==> src/logic/aswt_pkg.sv <==
package aswt_pkg;
	// clock rate
	localparam int CLK_HZ            = 100_000_000;
	localparam int CLK_NS            = 10;
	// documented times, in their own units
	localparam int TON_MS            = 5;
	localparam int CMD_OPEN_MS       = 16;
	localparam int CMD_CLOSE_MS      = 26;
	localparam int START_US          = 5;
	localparam int STOP_US           = 5;
	localparam int BIT_MIN_US        = 10;
	localparam int BIT_MAX_US        = 100;
	localparam int TIMEOUT_US        = 220;
	localparam int SLV_TKO_MIN_US    = 1;
	localparam int SLV_TKO_MAX_US    = 5;
	// derived cycle counts
	localparam int TON_CYC           = TON_MS * (CLK_HZ / 1000);
	localparam int CMD_OPEN_CYC      = CMD_OPEN_MS * (CLK_HZ / 1000);
	localparam int CMD_CLOSE_CYC     = CMD_CLOSE_MS * (CLK_HZ / 1000);
	localparam int START_CYC         = (START_US * 1000 + CLK_NS - 1) / CLK_NS;
	localparam int STOP_CYC          = (STOP_US * 1000 + CLK_NS - 1) / CLK_NS;
	localparam int BIT_MIN_CYC       = (BIT_MIN_US * 1000 + CLK_NS - 1) / CLK_NS;
	localparam int BIT_MAX_CYC       = (BIT_MAX_US * 1000) / CLK_NS;
	localparam int TIMEOUT_CYC       = (TIMEOUT_US * 1000) / CLK_NS;
	localparam int SLV_TKO_CYC       = (((SLV_TKO_MIN_US + SLV_TKO_MAX_US) / 2) * 1000) / CLK_NS;
	// receive states
	typedef enum logic [3:0] {
		ASWT_IDLE  = 4'b0001,
		ASWT_ARMED = 4'b0010,
		ASWT_BIT   = 4'b0100,
		ASWT_TKO   = 4'b1000
	} aswt_state_e;
endpackage

==> src/logic/aswt_link.sv <==
`timescale 1ns/100ps
module aswt_link
	import aswt_pkg::*;
#(
	parameter int TON_CYCLES       = TON_CYC,
	parameter int CMD_OPEN_CYCLES  = CMD_OPEN_CYC,
	parameter int CMD_CLOSE_CYCLES = CMD_CLOSE_CYC,
	parameter int TIMEOUT_CYCLES   = TIMEOUT_CYC
) (
	// clock and reset
	input  wire logic i_core_clk,
	input  wire logic i_nrst,
	// data pin
	input  wire logic i_data,
	output logic      o_data,
	output logic      o_data_oe_n,
	// takeover request from command layer
	input  wire logic i_slv_tko,
	// received bits
	output logic      o_bit_valid,
	output logic      o_bit_value,
	output logic      o_frame_start,
	output logic      o_timeout,
	output logic      o_bit_error,
	// status
	output logic      o_result_valid,
	output logic      o_cmd_window
);
	// accepted bit period window, widened by the 0.8..1.2 tolerance
	localparam int PER_LO  = (BIT_MIN_CYC * 8) / 10;
	localparam int PER_HI  = (BIT_MAX_CYC * 12) / 10;
	// a high phase longer than the widest period can only be a stop
	localparam int STOP_HI = PER_HI;
	// counter widths
	localparam int PW      = $clog2(CMD_CLOSE_CYCLES + 2);
	localparam int BW      = $clog2(TIMEOUT_CYCLES + 2);

	// refuse settings the counters cannot serve: the time-out must outlast
	// the widest period, and the time base must reach every mark
	if (TIMEOUT_CYCLES <= PER_HI || CMD_OPEN_CYCLES >= CMD_CLOSE_CYCLES
			|| TON_CYCLES < 1 || TON_CYCLES > CMD_CLOSE_CYCLES) begin : g_bad_timing
		$error("aswt_link: bad timing parameters");
	end

	////////////////////////////////////////////////////////////////////////
	// registers
	logic              d_meta;
	logic              d_sync;
	logic              d_prev;
	logic [PW-1:0]     por_cnt;
	logic [BW-1:0]     low_cnt;
	logic [BW-1:0]     high_cnt;
	logic [BW-1:0]     per_cnt;
	logic [BW-1:0]     hi_time;
	logic [BW-1:0]     edge_gap;
	logic [BW-1:0]     tko_cnt;
	aswt_state_e       state;
	logic              rise;
	logic              fall;

	// edges of the synchronised pin, two cycles behind the pin itself
	assign rise = d_sync & ~d_prev;
	assign fall = ~d_sync & d_prev;

	// two-flop pin synchroniser
	always_ff @(posedge i_core_clk or negedge i_nrst) begin
		if (!i_nrst) begin
			d_meta <= 1'b1;
			d_sync <= 1'b1;
			d_prev <= 1'b1;
		end else begin
			d_meta <= i_data;
			d_sync <= d_meta;
			d_prev <= d_sync;
		end
	end

	////////////////////////////////////////////////////////////////////////
	// power-on time base
	// counts to one past the window end, then holds so the flags stay put
	always_ff @(posedge i_core_clk or negedge i_nrst) begin
		if (!i_nrst)
			por_cnt <= '0;
		else if (por_cnt <= PW'(CMD_CLOSE_CYCLES))
			por_cnt <= por_cnt + PW'(1);
	end

	// result ready and entry window flags
	always_ff @(posedge i_core_clk or negedge i_nrst) begin
		if (!i_nrst) begin
			o_result_valid <= 1'b0;
			o_cmd_window   <= 1'b0;
		end else begin
			o_result_valid <= (por_cnt >= PW'(TON_CYCLES - 1));
			o_cmd_window   <= (por_cnt >= PW'(CMD_OPEN_CYCLES))
				&& (por_cnt < PW'(CMD_CLOSE_CYCLES));
		end
	end

	////////////////////////////////////////////////////////////////////////
	// level duration counters, saturating
	// low_cnt qualifies a start, high_cnt a stop, edge_gap the time-out
	always_ff @(posedge i_core_clk or negedge i_nrst) begin
		if (!i_nrst) begin
			low_cnt  <= '0;
			high_cnt <= '0;
			edge_gap <= '0;
		end else begin
			low_cnt  <= d_sync ? '0 : (low_cnt == '1 ? low_cnt : low_cnt + BW'(1));
			high_cnt <= !d_sync ? '0 : (high_cnt == '1 ? high_cnt : high_cnt + BW'(1));
			edge_gap <= rise ? '0 : (edge_gap == '1 ? edge_gap : edge_gap + BW'(1));
		end
	end

	////////////////////////////////////////////////////////////////////////
	// receive state machine
	always_ff @(posedge i_core_clk or negedge i_nrst) begin
		if (!i_nrst) begin
			state         <= ASWT_IDLE;
			per_cnt       <= '0;
			hi_time       <= '0;
			tko_cnt       <= '0;
			o_bit_valid   <= 1'b0;
			o_bit_value   <= 1'b0;
			o_frame_start <= 1'b0;
			o_timeout     <= 1'b0;
			o_bit_error   <= 1'b0;
		end else begin
			// pulses default low, raised for one cycle below
			o_bit_valid   <= 1'b0;
			o_frame_start <= 1'b0;
			o_timeout     <= 1'b0;
			o_bit_error   <= 1'b0;
			// no rising edge for too long: drop the frame, in any state but ASWT_IDLE
			if (state != ASWT_IDLE && edge_gap >= BW'(TIMEOUT_CYCLES - 1)) begin
				state     <= ASWT_IDLE;
				o_timeout <= 1'b1;
			end else begin
				case (state)
					ASWT_IDLE: begin
						// start: long low then rising edge
						if (rise && low_cnt >= BW'(START_CYC)) begin
							state         <= ASWT_ARMED;
							o_frame_start <= 1'b1;
						end
					end
					ASWT_ARMED: begin
						// first bit begins at next rising edge
						// the start pulse itself is never decoded as a bit
						if (rise) begin
							state   <= ASWT_BIT;
							per_cnt <= '0;
						end
					end
					ASWT_BIT: begin
						// count the period; the fall marks the end of the high pulse
						per_cnt <= per_cnt + BW'(1);
						if (fall)
							hi_time <= per_cnt;
						if (rise) begin
							per_cnt <= '0;
							// window widened by 0.8..1.2 tolerance
							if (per_cnt < BW'(PER_LO) || per_cnt > BW'(PER_HI))
								o_bit_error <= 1'b1;
							else begin
								o_bit_valid <= 1'b1;
								o_bit_value <= (hi_time > (per_cnt >> 1));
							end
						end
						// stop: high for longer than any legal bit period; a one bit
						// at the shortest period is already high longer than the
						// minimum stop time, so that time alone cannot end a frame
						if (d_sync && high_cnt > BW'(STOP_HI))
							state <= ASWT_IDLE;
						// takeover from the command layer wins over a stop
						if (i_slv_tko) begin
							state   <= ASWT_TKO;
							tko_cnt <= '0;
						end
					end
					// hold the line low for the takeover, then resume bit timing
					ASWT_TKO: begin
						tko_cnt <= tko_cnt + BW'(1);
						if (tko_cnt >= BW'(SLV_TKO_CYC - 1)) begin
							state   <= ASWT_BIT;
							per_cnt <= '0;
						end
					end
					default: state <= ASWT_IDLE;
				endcase
			end
		end
	end

	////////////////////////////////////////////////////////////////////////
	// pin drive: low during slave takeover only (oe_n low = driving)
	// the value is low from the first clock after reset; only the enable moves, so no high is ever driven
	always_ff @(posedge i_core_clk or negedge i_nrst) begin
		if (!i_nrst) begin
			o_data      <= 1'b1;
			o_data_oe_n <= 1'b1;
		end else begin
			o_data      <= 1'b0;
			o_data_oe_n <= !(state == ASWT_TKO);
		end
	end
endmodule

==> config.mk <==
export PLATFORM = sky130hd
export DESIGN_NAME = aswt_link
export DESIGN_NICKNAME = d
export VERILOG_FILES = /design/src/logic/aswt_pkg.sv /design/src/logic/aswt_link.sv
export SDC_FILE = /design/constraint.sdc
export NUM_CORES = 1
export LEC_CHECK = 0
export BUFFER_PORTS_ARGS = -buffer_cell sky130_fd_sc_hd__buf_2
export CAP_MARGIN = 20
export CORE_MARGIN = 4
export CORE_UTILIZATION = 63
export CTS_CLUSTER_DIAMETER = 80
export DETAILED_ROUTE_END_ITERATION = 6
export GPL_TIMING_DRIVEN = 1
export MAX_ROUTING_LAYER = met4
export PLACE_DENSITY = 0.8
export SETUP_SLACK_MARGIN = 0.1
export SKIP_CTS_REPAIR_TIMING = 1
export SLEW_MARGIN = 25
export SYNTH_ARGS = -nofsm -noshare
export SYNTH_HDL_FRONTEND = slang
export SYNTH_SLANG_ARGS = --single-unit
==> constraint.sdc <==
create_clock -name i_core_clk -period 5.31 [get_ports i_core_clk]
set_input_delay 0.2655 -clock i_core_clk [delete_from_list [all_inputs] [get_ports i_core_clk]]
set_output_delay 0.2655 -clock i_core_clk [all_outputs]
set_load 0.01 [all_outputs]
==> impl_metrics.toml, run 1 <==
[run_status]
status = "finished, final reports clean"

[cts]
cts_num_sinks = 128
worstSkewPairLatency_ns = 0.53
cts_made_buffers = 17
cts_tree = "done"
cts-root-buf = "clkbuf_8"
clock_path_buffers = 2
path_clk_slew_ns = 0.06
htree_num_levels = 4

[synthesis]
yosysTopAreaCell = "dfrtp_1"
ys_seq_elements = 128
netlist_instances = 700
avgSynthCellArea_um2 = 9.69
ys.flop_type = "dfrtp_1"
synthTopCellsByArea = "dfrtp_1 (45%), xnor2_1 (5.4%), ha_1 (4.4%)"
synth_area_um2 = 6780
ys_seq_area_frac = 0.474
synth_edf_count = 0
async_reset_ff_frac = 1.00
yosysWarnings = 0
syn-num-nets = 728
synth_top_cell_area_share = 0.450
yosysUniqueCellTypes = 66

[timing]
relSlewSlack = 0.387
final.setup.worst_slack_ns = 2.13
min_period_over_period = 0.598
tightestPinTransition_ns = 0.907
fin_crit_ns = 3.18
fin_worst_skew_ns = 0.00571
setup_viol = 0
rsz0062_at_grt = "no"
clock.fmax_mhz = 315
maxSlewViolCount = 0
tns_ns = 0
hold_violations = 0

[route]
dr.pass1.iters = 5
drc = 0
avgRoutedWirePerCell_um = 16.2
drtAntennaViolNets = 0
vias = 5287
viasPerCell = 6.17
first_iter_violations = 456
drt-total-wl_mm = 13.8

[die]
core_area_um2 = 10400
die_height_um = 112
ioPinCount = 13
initial_core_util = 0.651
die_x_um = 112
die-area_um2 = 12500
placementRows = 37

[grt]
met1_usage = 0.304
grt_pass1_vias = 5142
met3_usage = 0.0571
grt_max_degree = 81
antenna_found_initial = 0
met2_usage = 0.373
top_usage_layer = "met2"
grt_overflow_total = 0
track_usage = 0.241
grt_pass1_wl_mm = 24.0

[finish]
drive_above_1_share = 0.104
final_cell_area_um2 = 7580
nNetsFinal = 736
area_delta_synth_final_pct = 11.8
fin_util = 0.727
diodes = 0

[setup_path]
required_ns = 5.76
crit_path_start_kind = "flip-flop"
arrival_ns = 3.62
critical_path_class = "flip-flop to flip-flop"
worstSetupEndpointType = "flip-flop"
ff2ff_path_depth = 8
crit_chain = "ha_1 -> a211oi_2 -> nor4_1 -> o311ai_4 -> inv_2 -> or4_1 -> or4_4 -> o211ai_2"
slowest_stage = "or4_1"
slowest_delay_ns = 0.80
cp_max_fo = 21

[placement]
place_area_um2 = 6920
gp_congestion = 0.849
post-place-ws_ns = 2.16
detailed_place_hpwl_mm = 9.21
port-buffer-count = 12

[power]
total_power_mw = 2.32
peakVddDrop_uv = 289
leakagePower_nw = 3.39
power_density_nw_per_um2 = 307

[min_path]
whs_path_depth = 4
worstHoldPathType = "input port to flip-flop"

[job]
cap_violations = 0
## cell families after synthesis
kind of cell / synth area share
AO/OA/AOI/OAI: 0.104
XOR/XNOR: 0.0814
adder cells (fa/ha/maj): 0.0443
buffers and inverters: 0.0314
flip-flops: 0.474
multiplexers: 0.0264
other: 0.000553
AND/OR/NAND/NOR: 0.238
## cell type report
class	count	area, µm²
Sequential cell	128	3210
Tap cell	136	170
Clock inverter	12	188
Fill cell	716	2840
Timing Repair Buffer	16	101
Multi-Input combinational cell	517	3360
Inverter	28	105
Clock buffer	20	445
## cell usage after synthesis, types with 3 or more instances
library cell / n
buf_2: 4
o211ai_1: 4
inv_1: 27
dfrtp_1: 122
o41ai_1: 4
nor4_1: 23
dfstp_2: 6
nand3_1: 30
o21ai_0: 41
and2_1: 13
a211oi_1: 7
nand4b_1: 7
o21a_1: 3
xnor2_1: 42
nand4_1: 32
a21oi_1: 15
nor2_1: 67
a31oi_1: 8
nor2b_1: 6
mux2_2: 15
o31ai_1: 5
nand3b_1: 3
ha_1: 24
xor2_1: 21
and3_1: 28
nor3_1: 11
nand2b_1: 5
clkbuf_1: 20
or4_1: 3
or3_1: 7
nand2_1: 55
## layer usage
metal	wire length, µm	vias up
met2	6800	123
met4	367	0
met3	493	33
li1	-	2536
met5	0	-
met1	6180	2595
## sequential cells by signal (all words and copies together) (netlist names), 4 cells and up
signal and count:
per_cnt 15, state 4, tko_cnt 15, high_cnt 15
edge_gap 15, por_cnt 22, hi_time 15, low_cnt 15
## critical path: cells and delay by family, from the launching register on
family	cells	cell delay, ns
buffers and inverters	1	0.23
flip-flops	1	0.43
adder cells (fa/ha/maj)	1	0.27
AND/OR/NAND/NOR	3	1.50
AO/OA/AOI/OAI	3	0.64
## cells in the final DEF, fill, tap and decap left out, drive strengths merged, types with 20 or more instances in the layout
master,netlist,layout
o21ai,42,42
nand2,55,55
clkbuf,21,20
nand4,32,32
dfrtp,122,122
inv,28,28
ha,24,24
nor2,67,67
and3,28,28
nor4,23,23
xor2,21,21
xnor2,42,42
nand3,30,30
## stage by stage
step / std cells / hold WS [ns]
global placement: 823 / 0.347
finish: 857 / 0.139
CTS: 855 / -0.192
floorplan: 700 / -0.0301
global route: 857 / 0.129
detailed placement: 823 / 0.353
## where the power goes
| part | internal, mW | leakage, nW | switching, mW |
|---|---|---|---|
| Sequential | 0.993 | 1.74 | 0.0240 |
| Combinational | 0.0256 | 1.33 | 0.0452 |
| Clock | 0.829 | 0.314 | 0.408 |
## path summary, 6_finish.rpt
check | endpoint | start | slack, ns
min in group asynchronous | high_cnt[11] | i_nrst | 0.32
worst max register to register | per_cnt[3] | edge_gap[0] | 2.13
worst min register to register | d_sync | d_meta | 0.36
max in group asynchronous | edge_gap[8] | i_nrst | 3.92
worst min-delay path | state[1] | i_slv_tko | 0.14
worst max-delay path | per_cnt[3] | edge_gap[0] | 2.13
(Power assumes the default switching activity.)
==> run 2, diff against run 1 <==
ABC_AREA = 1   (was not set)
clock period = 3 ns   (was 5.31 ns; I/O delays follow)
==> impl_metrics.toml, run 2 <==
[run_status]
status = "finished, final reports clean"

[finish]
final_common_cell = "nand2_1"
diodes = 0
drive_above_1_share = 0.0692
fin_util = 0.716
area_delta_synth_final_pct = 10.4
mostFrequentLayoutCells = "nand2_1 (294), inv_1 (125), dfrtp_1 (122)"
largest_reg_flops = 22
nNetsFinal = 1129
regMostFlops = "por_cnt"

[power]
peakVddDrop_uv = 485
p_switching_mw = 0.848
p_int_mw = 3.10
power_density_nw_per_um2 = 457
combPwrFrac = 0.031
switching_share = 0.215
total_power_mw = 3.95
leakagePower_nw = 4.10
pwr-share-seq = 0.452
clkPwrFrac = 0.516

[synthesis]
yosysWarnings = 0
synthTopCellsByArea = "dfrtp_1 (39%), nand2_1 (14%), nand3_1 (6.8%)"
ys_seq_area_frac = 0.410
async_reset_ff_frac = 1.00
ys.flop_type = "dfrtp_1"
avgSynthCellArea_um2 = 7.21
synth_top_cell_area_share = 0.390
yosysTopAreaCell = "dfrtp_1"
yosysUniqueCellTypes = 40
synth_most_common_cell = "nand2_1"
synth_edf_count = 0
netlist_instances = 1086
ys_seq_elements = 128
syn-num-nets = 1114
synth_area_um2 = 7830
synth_commonest_cells = "nand2_1 (294), inv_1 (125), dfrtp_1 (122), nor2_1 (117), nand3_1 (106)"

[cts]
cts_num_sinks = 128
cts_made_buffers = 17
path_clk_slew_ns = 0.06
cts-root-buf = "clkbuf_16"
worstSkewPairLatency_ns = 0.42
cts_tree = "done"
clock_path_buffers = 2
htree_num_levels = 4

[die]
core_area_um2 = 12100
die-area_um2 = 14300
ioPinCount = 13
die_height_um = 119
placementRows = 40
initial_core_util = 0.649
die_x_um = 119

[setup_path]
required_ns = 3.31
worstReg2RegEnd = "per_cnt[6]"
crit_chain = "inv_2 -> nor2_8 -> inv_2 -> nand2_2 -> a21boi_4 -> nand3_4 -> nand2_1 -> nand2_1"
slowest_delay_ns = 0.71
arrival_ns = 2.77
crit_path_start_kind = "flip-flop"
slowest_stage = "dfstp_2"
ff2ff_path_depth = 8
path_buf_inv = 2
critical_path_class = "flip-flop to flip-flop"
timing.rr.start = "d_sync"
cp_max_fo = 20
worstSetupEndpointType = "flip-flop"
cpLargestDelayFamily = "simple AND/OR/NAND/NOR gates"
rrSetupSlack_ns = 0.54

[timing]
tightestPinTransition_ns = 0.789
final.setup.worst_slack_ns = 0.537
whs_ns = 0.0187
tns_ns = 0
setup_viol = 0
hold_violations = 0
fin_worst_skew_ns = 0.00912
relSlewSlack = 0.473
min_period_over_period = 0.821
maxSlewViolCount = 0
fin_crit_ns = 2.46
rsz0062_at_grt = "no"
clock.fmax_mhz = 406

[placement]
detailed_place_hpwl_mm = 12.4
gp_congestion = 1.02
port-buffer-count = 12
post-place-ws_ns = 0.576

[grt]
grt_pass1_vias = 6705
grt_pass1_wl_mm = 30.5
antenna_found_initial = 0
grt_max_degree = 84
track_usage = 0.268
grt_overflow_total = 0

[route]
avgRoutedWirePerCell_um = 13.5
first_iter_violations = 660
drtAntennaViolNets = 0
dr.pass1.iters = 5
viasPerCell = 5.53
vias = 7090
drc = 0
drt-total-wl_mm = 17.3

[min_path]
whs_path_depth = 3
worstHoldPathType = "input port to flip-flop"
hold_end = "state[3]"
hp-start = "i_slv_tko"

[job]
cap_violations = 0
run 2: cell count changes in the layout (fill, tap and decap cells not counted), sizes merged, moves of 37 or more:
cell,delta
inv,+100
nand2,+245
nand3,+78
nor2,+54
nor3,+38
o21ai,+37
xnor2,-39
run 2: per-layer routing:
layer | global-route usage | part of all wire
met5 | - | 0
met4 | 0.0974 | 0.020
met3 | 0.0641 | 0.050
met2 | 0.408 | 0.47
met1 | 0.352 | 0.46
run 2: layout make-up:
cell class	count	area [µm²]
Inverter	129	484
Sequential cell	128	3210
Fill cell	956	3420
Timing Repair Buffer	16	114
Tap cell	168	210
Clock inverter	9	108
Multi-Input combinational cell	809	4030
Clock buffer	22	484
run 2: tightest hold or removal path: cells and delay by family:
kind	cells	cell delay, ns
AO/OA/AOI/OAI	1	0.09
AND/OR/NAND/NOR	1	0.07
buffers and inverters	1	0.08
run 2: worst max-delay path by stage:
stage,start,to,slack (ns),cells after the start
after detailed placement,d_sync,per_cnt[9],0.58,8
after floorplan,d_sync,per_cnt[13],1.34,9
after global routing,edge_gap[0],hi_time[1],0.25,8
final,d_sync,per_cnt[6],0.54,8
after global placement,d_sync,per_cnt[4],0.69,8
after CTS,d_sync,per_cnt[6],0.56,8
run 2: power groups by stage:
| stage | combinational [mW] | clock [mW] | sequential, mW |
|---|---|---|---|
| 2_1_floorplan | 0.0689 | 0 | 1.81 |
| 3_3_place_gp | 0.124 | 0 | 1.81 |
| 3_5_place_dp | 0.124 | 0 | 1.81 |
| 4_1_cts | 0.124 | 2.08 | 1.78 |
| 5_1_grt | 0.147 | 2.16 | 1.79 |
| 6_report | 0.123 | 2.04 | 1.79 |
run 2: cell families after synthesis:
logic type                 count (synthesis)  share of synthesized area
and+or+nand+nor                          635                      0.362
AOI/OAI and AO/OA                        121                     0.0828
DFF                                      128                      0.410
buffers and inverters                    149                     0.0750
other                                      1                   0.000479
adders and majority gates                 24                     0.0384
xor gates and xnor gates                  28                     0.0313
run 2: through the flow:
step           cells  cell area (µm²)
2_1_floorplan   1086             7830
3_3_place_gp    1248             8030
3_5_place_dp    1248             8030
4_1_cts         1279             8620
5_1_grt         1281             8640
6_report        1281             8640
